`src/stao_pkg.sv`:
```
// Constants, opcodes and types shared by the skip, subtract, swap, table and XOR executor.
package stao_pkg;
    localparam int DMEM_AW = 5;
    localparam int DMEM_DEPTH = 32;
    localparam logic [7:0] REG_CMD = 8'h00;
    localparam logic [7:0] REG_OPND = 8'h04;
    localparam logic [7:0] REG_WORK = 8'h08;
    localparam logic [7:0] REG_FLAGS = 8'h0C;
    localparam logic [7:0] REG_TPLO = 8'h10;
    localparam logic [7:0] REG_TPHI = 8'h14;
    localparam logic [7:0] REG_TLATCH = 8'h18;
    localparam logic [7:0] REG_DWIN = 8'h1C;
    localparam int CMD_BIT_LSB = 8;
    localparam int OPND_LIT_LSB = 8;
    localparam int FLAG_C = 0;
    localparam int FLAG_AC = 1;
    localparam int FLAG_Z = 2;
    localparam int FLAG_OV = 3;
    localparam int FLAG_SC = 4;
    localparam int FLAG_CZ = 5;
    localparam int STAT_SKIP = 8;
    localparam int STAT_BUSY = 9;
    localparam logic [7:0] WORK_RST = 8'h00;
    localparam logic [5:0] FLAGS_RST = 6'h00;
    localparam logic [7:0] TP_RST = 8'h00;
    localparam logic [7:0] BYTE_ONES = 8'hFF;
    localparam logic [7:0] LAST_PAGE = 8'hFF;
    localparam logic [7:0] ONE_8 = 8'h01;
    localparam logic [4:0] OP_DSM = 5'h00; // dec_skip_mem
    localparam logic [4:0] OP_DSW = 5'h01; // dec_skip_to_work
    localparam logic [4:0] OP_SETB = 5'h02;
    localparam logic [4:0] OP_SETI = 5'h03;
    localparam logic [4:0] OP_ISM = 5'h04; // inc_skip_mem
    localparam logic [4:0] OP_ISW = 5'h05; // inc_skip_to_work
    localparam logic [4:0] OP_TNZB = 5'h06;
    localparam logic [4:0] OP_TNZ = 5'h07; // test_nonzero_skip
    localparam logic [4:0] OP_SUB = 5'h08;
    localparam logic [4:0] OP_MINUS_TO_MEMORY = 5'h09; // minus_to_memory
    localparam logic [4:0] OP_SUBL = 5'h0A;
    localparam logic [4:0] OP_SWP = 5'h0B;
    localparam logic [4:0] OP_SWPW = 5'h0C; // nibble_exchange_to_work
    localparam logic [4:0] OP_TZ = 5'h0D; // test_null_skip
    localparam logic [4:0] OP_TZM = 5'h0E; // test_null_move_skip
    localparam logic [4:0] OP_TZB = 5'h0F;
    localparam logic [4:0] OP_TPF = 5'h10; // paged_table_fetch
    localparam logic [4:0] OP_TFF = 5'h11; // final_page_table_fetch
    localparam logic [4:0] OP_TPB = 5'h12; // bumped_paged_table_fetch
    localparam logic [4:0] OP_TFB = 5'h13; // bumped_final_page_fetch
    localparam logic [4:0] OP_XOR = 5'h14;
    localparam logic [4:0] OP_EXCLUSIVE_OR_TO_MEMORY = 5'h15; // exclusive_or_to_memory
    localparam logic [4:0] OP_XORL = 5'h16;
    typedef enum logic [2:0] {
        ST_IDLE = 3'b000,
        ST_EXEC = 3'b001,
        ST_DUMMY = 3'b010,
        ST_TREQ = 3'b011,
        ST_TCAP = 3'b100
    } stao_state_t;
endpackage
```
`src/stao_core.sv`:
```
// Executor for skip, subtract, swap, table read and XOR instructions behind an APB slave.
`timescale 1ns/10ps
`default_nettype none
module stao_core
    import stao_pkg::*;
(
    input wire logic mclk_in,
    input wire logic reset_n_in,
    input wire logic psel_in,
    input wire logic penable_in,
    input wire logic pwrite_in,
    input wire logic [7:0] paddr_in,
    input wire logic [31:0] pwdata_in,
    output logic [31:0] prdata_out,
    output logic pready_out,
    output logic pslverr_out,
    output logic prog_rd_out,
    output logic [15:0] prog_addr_out,
    input wire logic [15:0] prog_data_in,
    output logic skip_out,
    output logic busy_out
);

    // ----------------------------------------
    // Helper functions
    // ----------------------------------------

    // Subtract a minus b; returns {cz, sc, ov, z, ac, c, result}.
    function automatic logic [13:0] sub8(input logic [7:0] a, input logic [7:0] b);
        logic [8:0] d;
        logic [4:0] dl;
        logic ov, z;
        d = {1'b0, a} - {1'b0, b};
        dl = {1'b0, a[3:0]} - {1'b0, b[3:0]};
        ov = (a[7] ^ b[7]) & (a[7] ^ d[7]);
        z = (d[7:0] == 8'h00);
        // No chained-borrow input here, so the chained flag follows zero.
        sub8 = {z, ov ^ d[7], ov, z, ~dl[4], ~d[8], d[7:0]};
    endfunction

    // Exchange the two nibbles of a byte.
    function automatic logic [7:0] swap_nib(input logic [7:0] v);
        swap_nib = {v[3:0], v[7:4]};
    endfunction

    // ----------------------------------------
    // State and storage
    // ----------------------------------------

    stao_state_t st_q, st_d;
    logic [7:0] dmem [DMEM_DEPTH];
    logic [4:0] op_q;
    logic [2:0] bsel_q;
    logic [DMEM_AW-1:0] addr_q;
    logic [7:0] lit_q, work_q, table_pointer_low_q, table_pointer_high_q, tlatch_q;
    logic [5:0] flags_q;
    logic [15:0] taddr_q;
    logic skip_q;
    logic [31:0] prdata_q;

    logic [7:0] mem_rd, res;
    logic [5:0] flags_n;
    logic [13:0] sres;
    logic bit_val, wr_mem, wr_work, skip, tab, bump, final_pg, exec, apb_wr, apb_set, mapped;

    assign mem_rd = dmem[addr_q];
    assign bit_val = mem_rd[bsel_q];
    assign exec = (st_q == ST_EXEC);

    // ----------------------------------------
    // Operation decode and datapath
    // ----------------------------------------

    // One cycle of combinational work per instruction; all results except the table word, written in TCAP, land at the end of EXEC.
    always_comb begin
        res = 8'h00;
        flags_n = flags_q;
        wr_mem = 1'b0;
        wr_work = 1'b0;
        skip = 1'b0;
        tab = 1'b0;
        bump = 1'b0;
        final_pg = 1'b0;
        sres = 14'h0000;
        case (op_q)
            OP_DSM, OP_DSW: begin
                res = mem_rd - ONE_8;
                wr_mem = (op_q == OP_DSM);
                wr_work = (op_q == OP_DSW);
                skip = (res == 8'h00);
            end
            OP_SETB: begin
                res = BYTE_ONES;
                wr_mem = 1'b1;
            end
            OP_SETI: begin
                res = mem_rd | (ONE_8 << bsel_q);
                wr_mem = 1'b1;
            end
            OP_ISM, OP_ISW: begin
                res = mem_rd + ONE_8;
                wr_mem = (op_q == OP_ISM);
                wr_work = (op_q == OP_ISW);
                skip = (res == 8'h00);
            end
            OP_TNZB: begin
                skip = bit_val;
            end
            OP_TNZ: begin
                res = mem_rd;
                wr_mem = 1'b1;
                skip = (mem_rd != 8'h00);
            end
            OP_SUB, OP_MINUS_TO_MEMORY, OP_SUBL: begin
                // Immediate form takes the literal, others the data byte.
                sres = sub8(work_q, (op_q == OP_SUBL) ? lit_q : mem_rd);
                res = sres[7:0];
                flags_n = sres[13:8];
                wr_mem = (op_q == OP_MINUS_TO_MEMORY);
                wr_work = (op_q != OP_MINUS_TO_MEMORY);
            end
            OP_SWP: begin
                res = swap_nib(mem_rd);
                wr_mem = 1'b1;
            end
            OP_SWPW: begin
                res = swap_nib(mem_rd);
                wr_work = 1'b1;
            end
            OP_TZ: begin
                res = mem_rd;
                wr_mem = 1'b1;
                skip = (mem_rd == 8'h00);
            end
            OP_TZM: begin
                res = mem_rd;
                wr_work = 1'b1;
                skip = (mem_rd == 8'h00);
            end
            OP_TZB: begin
                skip = ~bit_val;
            end
            OP_TPF, OP_TFF, OP_TPB, OP_TFB: begin
                tab = 1'b1;
                final_pg = (op_q == OP_TFF) || (op_q == OP_TFB);
                bump = (op_q == OP_TPB) || (op_q == OP_TFB);
            end
            OP_XOR, OP_EXCLUSIVE_OR_TO_MEMORY, OP_XORL: begin
                res = work_q ^ ((op_q == OP_XORL) ? lit_q : mem_rd);
                flags_n[FLAG_Z] = (res == 8'h00);
                wr_mem = (op_q == OP_EXCLUSIVE_OR_TO_MEMORY);
                wr_work = (op_q != OP_EXCLUSIVE_OR_TO_MEMORY);
            end
            default: begin
                res = 8'h00;
            end
        endcase
    end

    // ----------------------------------------
    // Sequencer
    // ----------------------------------------

    // A taken skip spends one extra cycle doing nothing, standing for the discarded fetch.
    always_comb begin
        case (st_q)
            ST_IDLE: st_d = ST_IDLE;
            ST_EXEC: st_d = tab ? ST_TREQ : (skip ? ST_DUMMY : ST_IDLE);
            ST_DUMMY: st_d = ST_IDLE;
            ST_TREQ: st_d = ST_TCAP;
            ST_TCAP: st_d = ST_IDLE;
            default: st_d = ST_IDLE;
        endcase
    end

    // Commands are only taken while idle, so a running instruction is never disturbed.
    always_ff @(posedge mclk_in or negedge reset_n_in) begin
        if (!reset_n_in) begin
            st_q <= ST_IDLE;
        end else if (st_q == ST_IDLE && apb_wr && paddr_in == REG_CMD) begin
            st_q <= ST_EXEC;
        end else begin
            st_q <= st_d;
        end
    end

    // Skip outcome of the last finished instruction, held for software.
    always_ff @(posedge mclk_in or negedge reset_n_in) begin
        if (!reset_n_in) begin
            skip_q <= 1'b0;
        end else if (exec) begin
            skip_q <= skip;
        end
    end

    // ----------------------------------------
    // APB slave
    // ----------------------------------------

    assign apb_wr = psel_in && penable_in && pwrite_in;
    assign apb_set = apb_wr && (st_q == ST_IDLE);
    assign mapped = (paddr_in[7:5] == 3'b000) && (paddr_in[1:0] == 2'b00);
    assign pready_out = 1'b1;
    assign pslverr_out = psel_in && penable_in && !mapped;
    assign prdata_out = prdata_q;
    assign busy_out = (st_q != ST_IDLE);
    assign skip_out = (st_q == ST_DUMMY);
    assign prog_rd_out = (st_q == ST_TREQ);
    assign prog_addr_out = taddr_q;

    // Read data is captured in the setup phase so the access phase can end at once.
    always_ff @(posedge mclk_in or negedge reset_n_in) begin
        if (!reset_n_in) begin
            prdata_q <= 32'h0000_0000;
        end else if (psel_in && !penable_in) begin
            case (paddr_in)
                REG_CMD: prdata_q <= {21'h000000, bsel_q, 3'h0, op_q};
                REG_OPND: prdata_q <= {16'h0000, lit_q, 3'h0, addr_q};
                REG_WORK: prdata_q <= {24'h000000, work_q};
                REG_FLAGS: prdata_q <= {22'h000000, busy_out, skip_q, 2'h0, flags_q};
                REG_TPLO: prdata_q <= {24'h000000, table_pointer_low_q};
                REG_TPHI: prdata_q <= {24'h000000, table_pointer_high_q};
                REG_TLATCH: prdata_q <= {24'h000000, tlatch_q};
                REG_DWIN: prdata_q <= {24'h000000, mem_rd};
                default: prdata_q <= 32'h0000_0000;
            endcase
        end
    end

    // Command and operand registers.
    always_ff @(posedge mclk_in or negedge reset_n_in) begin
        if (!reset_n_in) begin
            op_q <= 5'h00;
            bsel_q <= 3'h0;
            addr_q <= '0;
            lit_q <= 8'h00;
        end else if (apb_set && paddr_in == REG_CMD) begin
            op_q <= pwdata_in[4:0];
            bsel_q <= pwdata_in[CMD_BIT_LSB +: 3];
        end else if (apb_set && paddr_in == REG_OPND) begin
            addr_q <= pwdata_in[DMEM_AW-1:0];
            lit_q <= pwdata_in[OPND_LIT_LSB +: 8];
        end
    end

    // ----------------------------------------
    // Architectural registers
    // ----------------------------------------

    // Working register: instruction results win; software may load it only while idle.
    always_ff @(posedge mclk_in or negedge reset_n_in) begin
        if (!reset_n_in) begin
            work_q <= WORK_RST;
        end else if (exec && wr_work) begin
            work_q <= res;
        end else if (apb_set && paddr_in == REG_WORK) begin
            work_q <= pwdata_in[7:0];
        end
    end

    // Flags: only subtract and XOR forms produce new values in flags_n.
    always_ff @(posedge mclk_in or negedge reset_n_in) begin
        if (!reset_n_in) begin
            flags_q <= FLAGS_RST;
        end else if (exec) begin
            flags_q <= flags_n;
        end else if (apb_set && paddr_in == REG_FLAGS) begin
            flags_q <= pwdata_in[5:0];
        end
    end

    // Table pointer bytes; the low byte is bumped before the address is formed.
    always_ff @(posedge mclk_in or negedge reset_n_in) begin
        if (!reset_n_in) begin
            table_pointer_low_q <= TP_RST;
            table_pointer_high_q <= TP_RST;
        end else if (exec && bump) begin
            table_pointer_low_q <= table_pointer_low_q + ONE_8;
        end else if (apb_set && paddr_in == REG_TPLO) begin
            table_pointer_low_q <= pwdata_in[7:0];
        end else if (apb_set && paddr_in == REG_TPHI) begin
            table_pointer_high_q <= pwdata_in[7:0];
        end
    end

    // Program memory address; the final page ignores the high pointer byte.
    always_ff @(posedge mclk_in or negedge reset_n_in) begin
        if (!reset_n_in) begin
            taddr_q <= 16'h0000;
        end else if (exec && tab) begin
            taddr_q <= {final_pg ? LAST_PAGE : table_pointer_high_q, bump ? table_pointer_low_q + ONE_8 : table_pointer_low_q};
        end
    end

    // High byte of the fetched word, readable by software.
    always_ff @(posedge mclk_in or negedge reset_n_in) begin
        if (!reset_n_in) begin
            tlatch_q <= 8'h00;
        end else if (st_q == ST_TCAP) begin
            tlatch_q <= prog_data_in[15:8];
        end
    end

    // Data memory; no reset because it models plain RAM contents.
    always_ff @(posedge mclk_in) begin
        if (exec && wr_mem) begin
            dmem[addr_q] <= res;
        end else if (st_q == ST_TCAP) begin
            dmem[addr_q] <= prog_data_in[7:0];
        end else if (apb_set && paddr_in == REG_DWIN) begin
            dmem[addr_q] <= pwdata_in[7:0];
        end
    end
endmodule
`default_nettype wire

```
`config.mk`:
```
export PLATFORM = sky130hd
export DESIGN_NAME = stao_core
export DESIGN_NICKNAME = d
export VERILOG_FILES = /design/src/stao_pkg.sv /design/src/stao_core.sv
export SDC_FILE = /design/constraint.sdc
export NUM_CORES = 1
export LEC_CHECK = 0
export BUFFER_PORTS_ARGS = -buffer_cell sky130_fd_sc_hd__buf_2
export CAP_MARGIN = 20
export CORE_ASPECT_RATIO = 1.75
export CORE_MARGIN = 2
export CORE_UTILIZATION = 52
export CTS_BUF_LIST = sky130_fd_sc_hd__clkbuf_8
export CTS_CLUSTER_SIZE = 8
export DETAILED_ROUTE_END_ITERATION = 8
export PLACE_DENSITY = 0.81
export SLEW_MARGIN = 20
export SYNTH_ARGS = -nofsm -noshare
export SYNTH_HDL_FRONTEND = slang
export SYNTH_SLANG_ARGS = --single-unit
```
`constraint.sdc`:
```
create_clock -name mclk_in -period 9.5 [get_ports mclk_in]
set_input_delay 0.475 -clock mclk_in [delete_from_list [all_inputs] [get_ports mclk_in]]
set_output_delay 0.475 -clock mclk_in [all_outputs]
set_load 0.02 [all_outputs]
```
---- Yosys cells after proc, flatten, opt, wreduce, memory -nomap -nowiden ----
Memory sizes are Yosys's and may differ from the RTL's.
Index checks and enable logic that the tools add are counted.
storage, ports and cells
  register bits after elaboration ......... 111
  RAM bits ................................ 256
  output and inout bits ................... 53
  logic and storage cells ................. 161
  memories kept ........................... 1
cells by class
  $add $sub $neg .......................... 5
  magnitude comparators ................... 1
  equality and inequality tests ........... 37
  shifts and indexed selects .............. 1
  mux-type cells .......................... 38
  bitwise logic cells ..................... 14
  reduce and logical (&&, ||, !) cells .... 50
memories
  memory  depth  bits a word  rd ports  clocked after Yosys merged registers in  wr ports  line             source
  dmem    32     8            1         0                                        1         stao_core.sv:51  logic [7:0] dmem [DMEM_DEPTH];
operator list
  operator                                                             count
  16-bit case mux with 8 select lines                                  1
  8-bit 2-to-1 mux                                                     10
  8-bit case mux with 8 select lines                                   1
  8-bit zero test                                                      6
  5-bit by 4-bit == test with 1-bit output (second input constant)     8
  5-bit == test (second input constant)                                7
  8-bit by 5-bit == test with 1-bit output (second input constant)     4
  5-bit by 3-bit == test with 1-bit output (second input constant)     4
  1-bit logical AND                                                    17
  8-bit by 1-bit adder with 8-bit output (second input constant)       2
  8-bit by 4-bit == test with 1-bit output (second input constant)     2
  1-bit 2-to-1 mux                                                     13
  6-bit 2-to-1 mux                                                     2
  5-bit by 2-bit == test with 1-bit output (second input constant)     2
  1-bit case mux with 5 select lines                                   2
  2-bit OR reduction                                                   5
  3-bit OR reduction                                                   3
  8-bit by 8-bit subtractor with 9-bit output                          1
  8-bit by 3-bit == test with 1-bit output (second input constant)     1
  8-bit OR                                                             1
  8-bit nonzero test                                                   1
  1-bit by 3-bit << shifter with 8-bit output (first input constant)   1
  8-bit by 1-bit subtractor with 8-bit output (second input constant)  1
  8-bit bitwise XOR                                                    1
  other kinds (31)                                                     50

---- Depth between registers and ports, before layout ----
Gate-level depths: netlist of the first run.
  depth after elaboration ................. 9
  mapped depth ............................ 25

---- Worst setup path after synthesis of the first run ----
OpenSTA, ideal clock, no wires.
  kind .................................... reg2reg
  from .................................... register addr_q[4]
  to ...................................... memory dmem[0][6], data pin
  library setup time ...................... 454 ps
  arrival time ............................ 4745 ps
  required time ........................... 9046 ps
  path slack .............................. 4301 ps
  cell stages (with the launch flop) ...... 21
  path buffers ............................ 2
  period minus slack after synthesis ...... 5199 ps
  cells stage by stage .................... dfrtp_1 -> buf_4 -> or4b_1 -> buf_2 -> o22ai_1 -> nor4_2 -> nand2_2 -> inv_1 -> a21oi_1 -> ha_1 -> inv_1 -> fa_1 -> nand2_1 -> nand2_1 -> a21oi_1 -> o21ai_0 -> a21oi_1 -> xor2_1 -> o221ai_1 -> a21oi_1 -> o21ai_0
between the ends
  word-level cells in the longest chain between the ends .. 6
RTL lines
  what                                                                              line                                source
  from (decl)                                                                       stao_core.sv:54                     logic [DMEM_AW-1:0] addr_q;
  from (signal assigned)                                                            stao_core.sv:241                    addr_q <= pwdata_in[DMEM_AW-1:0];
  memory 32 x 8 bit *                                                               -
  8-bit 2-to-1 mux (on tied branches)                                               stao_core.sv:116, stao_core.sv:149
  8-bit by 8-bit subtractor with 9-bit output or 8-bit bitwise XOR (tied branches)  stao_core.sv:33, stao_core.sv:149
  8-bit case mux with 8 select lines *                                              stao_core.sv:85                     case (op_q)
  8-bit 2-to-1 mux (no source line) * (2 in series)                                 -
  to (decl)                                                                         stao_core.sv:51
Every way passes the cells marked *; elsewhere a longest branch is shown, timed or not.

---- Worst setup path after layout of the first run ----
  from .................................... register addr_q[4]
  to ...................................... memory dmem[2][7], data pin
Same word-level chain as after synthesis.

==> results of run 1 <==
-- layout by cell type (no fill, tap or decap), types with 12 or more instances in the layout --
cell type	count
clkbuf_8	57
o21ai_0	63
nor2_1	98
mux2_2	34
inv_1	32
a21oi_1	38
a22oi_1	15
mux2i_1	138
nand2_1	131
buf_2	79
ha_1	12
nor4_2	15
a221oi_1	13
xnor2_1	19
nand3_1	34
conb_1	17
buf_4	38
edfxtp_1	256
nand4_1	15
nor3_1	22
o22ai_1	91
dfrtp_1	94
-- kinds of logic after synthesis --
| logic type | share of synthesized area, % |
|---|---|
| adders and majority gates | 1.13 |
| AOI/OAI and AO/OA | 11.0 |
| other | 0.0446 |
| muxes | 10.5 |
| buffers and inverters | 3.88 |
| DFF | 59.8 |
| and+or+nand+nor | 12.4 |
| xor gates and xnor gates | 1.25 |
-- worst max path at each step --
| stage | startpoint | to | cells after the start |
|---|---|---|---|
| floorplan | addr_q[4]$_DFFE_PN0P_ | dmem[0][6]$_DFFE_PP_ | 20 |
| global placement | addr_q[1]$_DFFE_PN0P_ | dmem[24][7]$_DFFE_PP_ | 22 |
| detailed placement | addr_q[1]$_DFFE_PN0P_ | dmem[24][7]$_DFFE_PP_ | 22 |
| CTS | addr_q[1]$_DFFE_PN0P_ | dmem[24][7]$_DFFE_PP_ | 22 |
| global route | addr_q[1]$_DFFE_PN0P_ | dmem[14][7]$_DFFE_PP_ | 23 |
| finish | addr_q[4]$_DFFE_PN0P_ | dmem[2][7]$_DFFE_PP_ | 22 |
-- metal layers --
layer	track usage [%]	routed length, um	vias to the layer above
li1	-	-	5354
met4	26.3	5470	0
met1	29.9	16300	5881
met2	54.8	27500	659
met3	4.98	3260	233
met5	0	0	-
-- final cells by class --
class                           count  share of cell area [%]
Antenna cell                        1                  0.0136
Clock buffer                       57                    4.26
Clock inverter                     17                   0.597
Inverter                           19                   0.387
Multi-Input combinational cell    913                    33.7
Sequential cell                   351                    54.6
Tap cell                          400                    2.72
Timing Repair Buffer              118                    3.75
-- critical path, delay by kind of cell, from the launching register on --
kind | cells | cell delay [ns]
AOI/OAI and AO/OA | 10 | 2.30
adders and majority gates | 2 | 0.87
buffers and inverters | 2 | 0.37
DFF | 1 | 1.05
and+or+nand+nor | 8 | 1.92
-- registers in the layout, indices dropped and copies added, names as in the netlist --
register and cells:
lit_q 8, table_pointer_low_q 8, addr_q 5, table_pointer_high_q 8, skip_q 1, work_q 8, bsel_q 3, st_q 3
prdata_out 16, op_q 5, tlatch_q 8, prog_addr_out 16, flags_q 6, dmem 256
-- power groups by stage --
stage	Combinational, W	Sequential, W	Clock [W]
after global routing	0.000183	0.00168	0.00119
after detailed placement	0.000168	0.00171	0
after floorplan	0.000101	0.00171	0
after global placement	0.000165	0.00171	0
after CTS	0.000169	0.00168	0.00113
final	0.000172	0.00168	0.00112
-- timing repair --
item                      in CTS  in global routing
hold buffers                   1                  0
setup buffers                  0                  0
hold endpoints to repair      29                  0
-- per-stage QoR --
| stage | cells | setup WS [ns] | total power, W |
|---|---|---|---|
| 2_1_floorplan | 1377 | 4.30 | 0.00181 |
| 3_3_place_gp | 1799 | 2.90 | 0.00187 |
| 3_5_place_dp | 1799 | 2.85 | 0.00188 |
| 4_1_cts | 1874 | 2.79 | 0.00298 |
| 5_1_grt | 1876 | 2.48 | 0.00305 |
| 6_report | 1876 | 2.59 | 0.00297 |
==> results.json, run 1 <==
{
  "viasPerCell": 6.46,
  "power_leakage_nw": 6.60,
  "fp.coreArea_um2": 32000,
  "tns_ns": 0,
  "htreeDepth": 2,
  "setup_violations": 0,
  "synth_most_common_cell": "edfxtp_1",
  "synth_common_cells": "edfxtp_1, mux2i_1, nand2_1, nor2_1, dfrtp_1",
  "reg2reg_depth": 22,
  "ctsResizeCount": 0,
  "synthArstFlopShare_pct": 27.1,
  "finClkSkew_ns": 0.0253,
  "grt-ovfl-total": 0,
  "pwr-share-seq_pct": 56.6,
  "via_count": 12100,
  "internal-power_w": 0.00228,
  "synth_edf_count": 256,
  "rr_endpoint": "dmem[2][7]$_DFFE_PP_",
  "cts_root_buf": "clkbuf_8",
  "antenna_found_initial": 1,
  "hold_viol_final": 0,
  "io_pins": 114,
  "global_route.usage.total_pct": 30.5,
  "status": "finished, final reports clean",
  "first_iter_violations": 1084,
  "regArea_um2": 10100,
  "p_per_area_nw_per_um2": 161,
  "ys_types": 71,
  "final_nets": 1530,
  "relSlewSlack_pct": 19.4,
  "period_share_pct": 72.8,
  "dieArea_um2": 33900,
  "slowest_delay_ns": 1.05,
  "antenna_left": 0,
  "rsz0062_at_grt": "no",
  "rows": 87,
  "cp_slowest_cell": "dfrtp_1",
  "reg2reg_from": "addr_q[4]$_DFFE_PN0P_",
  "wirelength_mm": 52.5,
  "cts_tree": "built",
  "place_area_um2": 17500,
  "clk_latency_ns": 0.62,
  "grt_pass1_wl_mm": 76.1,
  "grt_pass1_vias": 12000,
  "synth_ff_type": "edfxtp_1",
  "p_clk_share_pct": 37.6,
  "path_cells": "nand4b_1 > o22ai_1 > nor4_2 > nand2_2 > inv_1 > nand2_1 > o21ai_0 > ha_1 > nor2b_1 > o21ai_0 > a21boi_0 > o21ai_0 > nand2_1 > a21o_1 > a21o_1 > fa_1 > a221oi_1 > nand2_1 > a21oi_1 > nand3_1 > o21a_1 > buf_4",
  "arrival_ns": 7.20,
  "drcViolationCount": 0,
  "grt_start_max_net_pins": 67,
  "netlist_top_cells_area": "edfxtp_1, dfrtp_1, mux2i_1",
  "ys_seq_area_share_pct": 59.8,
  "sw_frac_of_total_pct": 23.0,
  "cts_made_buffers": 52,
  "post_drt_wl_per_cell_um": 28.0,
  "chipWidth_um": 140,
  "portBuffers": 80,
  "cts_num_sinks": 351,
  "dr.pass1.iters": 6,
  "r2r_slack_ns": 2.59,
  "synth_seq_cells": 351,
  "tightest_slew_ns": 1.20,
  "share_comb_of_total_power_pct": 5.8,
  "holdWs_ns": 0.0669,
  "end_kind": "flop",
  "drv_slew": 0,
  "synth.avg_cell_area_um2": 12.4,
  "die_h_um": 242,
  "maxCapViolCount": 0,
  "cts_buffer_depth": 3,
  "fin_area_um2": 18400,
  "area_growth_pct": 9.53,
  "start_util_pct": 52.6,
  "place.gp.congestion": 1.02,
  "place.detailed.hpwl_mm": 38.3,
  "worstPathRequired_ns": 9.79,
  "finish.utilization_pct": 57.6,
  "synth_largest_area_cell": "edfxtp_1",
  "fmax_mhz": 145,
  "syn_area_um2": 16800,
  "fillers": 2633,
  "cp-start-kind": "flop",
  "finalCriticalPeriod_ns": 6.91,
  "ir_worst_vdd_mv": 0.108,
  "crit_type": "flop to flop",
  "min_path_type": "input port to flop",
  "holdPathEnd": "tlatch_q[4]$_DFFE_PN0P_",
  "synth_top_area_share_pct": 45.7,
  "post_synth_inst_count": 1362,
  "switching_power_w": 0.000683,
  "crit_fanout": 32,
  "multiInputGateArea_um2": 6200,
  "hp-start": "prog_data_in[12]",
  "path_clk_slew_ns": 0.06,
  "hold_path_depth": 3,
  "final_layout_size_suffix_gt1_share_pct": 17.2,
  "ys.warnings.count": 0
}
No activity file was read; power rests on OpenSTA's default activity.
==> inputs of run 2 (changes only) <==
==> constraint.sdc (replaced) <==
create_clock -name mclk_in -period 6.46 [get_ports mclk_in]
set_input_delay 0.323 -clock mclk_in [delete_from_list [all_inputs] [get_ports mclk_in]]
set_output_delay 0.323 -clock mclk_in [all_outputs]
set_load 0.02 [all_outputs]
==> run 2 against run 1 <==
Power grew 45%. Via count grew 2.1%. Sequential power grew 47%. Cell count grew 2.6%. Die area is the same. Utilization grew 1.2 points. Flip-flop and latch count is the same. Cell area grew 2.1%. Global-route usage grew 0.95 points. Non-clock buffer count grew 50. Largest cell class unchanged.
==> results.json, run 2 (synthesized netlist as in run 1, its figures left out) <==
{
  "period_share_pct": 92.3,
  "dr.pass1.iters": 9,
  "layout_commonest_cell": "edfxtp_1",
  "worst_slack_ns": 0.498,
  "antenna_found_initial": 1,
  "cts_made_buffers": 52,
  "io_pins": 114,
  "wirelength_mm": 53.3,
  "grt-ovfl-total": 0,
  "clk_latency_ns": 0.60,
  "fin_cells": 1925,
  "fp.coreArea_um2": 32000,
  "crit_type": "flop to flop",
  "min_path_type": "input port to flop",
  "grt_start_max_net_pins": 62,
  "status": "finished, final reports clean",
  "grt_pass1_vias": 12500,
  "grt_pass1_wl_mm": 78.5,
  "chipWidth_um": 140,
  "place.gp.congestion": 1.04,
  "fin_area_um2": 18800,
  "place.detailed.hpwl_mm": 38.9,
  "rsz0062_at_grt": "no",
  "htreeDepth": 2,
  "cp-startpoint": "addr_q[1]$_DFFE_PN0P_",
  "viasPerCell": 6.43,
  "dieArea_um2": 33900,
  "worstSetupEndpoint": "dmem[14][7]$_DFFE_PP_",
  "final_nets": 1580,
  "dp_cells": 1833,
  "global_route.usage.total_pct": 31.5,
  "cts_buffer_depth": 3,
  "cp-start-kind": "flop",
  "maxCapViolCount": 0,
  "arrival_ns": 6.28,
  "p_per_area_nw_per_um2": 229,
  "drv_slew": 0,
  "end_kind": "flop",
  "place_area_um2": 17800,
  "ir_worst_vdd_mv": 0.161,
  "area_growth_pct": 11.8,
  "ctsResizeCount": 0,
  "cts_tree": "built",
  "cts_root_buf": "clkbuf_8",
  "via_count": 12400,
  "first_iter_violations": 1265,
  "finClkSkew_ns": 0.0240,
  "reg2reg_from": "addr_q[1]$_DFFE_PN0P_",
  "setup_violations": 0,
  "start_util_pct": 52.6,
  "layout_common_cells": "edfxtp_1, mux2i_1, nand2_1, nor2_1, dfrtp_1",
  "fmax_mhz": 168,
  "dp_slack_ns": 0.596,
  "cts_num_sinks": 351,
  "portBuffers": 80,
  "finalCriticalPeriod_ns": 5.96,
  "post_drt_wl_per_cell_um": 27.7,
  "tns_ns": 0,
  "crit_fanout": 34,
  "top_register": "dmem",
  "tightest_slew_ns": 1.03,
  "r2r_slack_ns": 0.50,
  "rr_endpoint": "dmem[14][7]$_DFFE_PP_",
  "die_h_um": 242,
  "reg2reg_depth": 22,
  "hold_viol_final": 0,
  "relSlewSlack_pct": 31.0,
  "largest_reg_flops": 256,
  "worstPathRequired_ns": 6.78,
  "power_leakage_nw": 6.80,
  "rows": 87,
  "antenna_left": 0,
  "final_layout_size_suffix_gt1_share_pct": 18.7,
  "path_clk_slew_ns": 0.06,
  "drcViolationCount": 0
}
-- run 2: changes by cell type in the layout (fill, tap and decap cells not counted), sizes merged --
cell,delta
buf,+33
bufinv,-1
clkbuf,-2
clkinv,+4
dlygate4sd3,+17
inv,-2
-- run 2: cell type report --
cell class,instances,area (um^2)
Antenna cell,1,2.50
Timing Repair Buffer,168,1120
Sequential cell,351,10100
Inverter,19,71.3
Multi-Input combinational cell,913,6200
Tap cell,400,500
Fill cell,2570,13200
Clock inverter,18,90.1
Clock buffer,55,757
-- run 2: worst max-delay path, cell delays in order (launching register included) --
cell	delay, ns
dfrtp_4	0.82
mux2i_1	0.66
o22ai_1	0.18
nor4_2	0.32
nand2_2	0.09
inv_1	0.16
nand2_1	0.07
o21ai_0	0.16
ha_1	0.30
nor2b_1	0.14
o21ai_0	0.22
a21boi_0	0.16
o21ai_0	0.19
nand2_1	0.11
a21o_1	0.19
a21o_1	0.18
fa_1	0.51
a221oi_1	0.29
nand2_1	0.08
a21oi_1	0.24
nand3_1	0.15
o21a_1	0.23
buf_12	0.17
-- run 2: metrics by stage --
stage          utilization (%)  hold slack, ns  power [W]
6_report                  58.8          0.0645    0.00431
5_1_grt                   58.8          0.0627    0.00444
4_1_cts                   58.7          0.0258    0.00433
3_5_place_dp              55.5           0.307    0.00277
3_3_place_gp              55.5           0.304    0.00277
2_1_floorplan                -          0.0274    0.00266
-- run 2: worst min-delay path by stage --
stage | to | from | slack (ns) | cells after the start
final | table_pointer_low_q[6]$_DFFE_PN0N_ | pwdata_in[6] | 0.06 | 3
after floorplan | addr_q[0]$_DFFE_PN0P_ | reset_n_in | 0.03 | 0
after global placement | prog_addr_out[2]$_DFFE_PN0P_ | reset_n_in | 0.30 | 1
after detailed placement | prog_addr_out[2]$_DFFE_PN0P_ | reset_n_in | 0.31 | 1
after CTS | table_pointer_low_q[6]$_DFFE_PN0N_ | pwdata_in[6] | 0.03 | 3
after global routing | table_pointer_low_q[6]$_DFFE_PN0N_ | pwdata_in[6] | 0.06 | 3
-- run 2: power by group --
group          leakage [nW]  switching, W  internal, W
combinational          2.80      0.000187    0.0000854
clock                 0.480      0.000800     0.000770
sequential             3.53     0.0000139      0.00246
-- run 2: routing by layer --
metal	global-route usage [%]	part of all wire [%]	vias to the layer above
li1	-	-	5441
met1	31.6	32	6017
met2	56.1	52	672
met3	4.66	5.6	254
met4	27.1	11	0
met5	0	0	-
-- run 2: timing repair --
item | 4_1_cts | 5_1_grt
hold endpoints to repair | 54 | 0
hold buffers | 18 | 0
setup buffers | 0 | 0
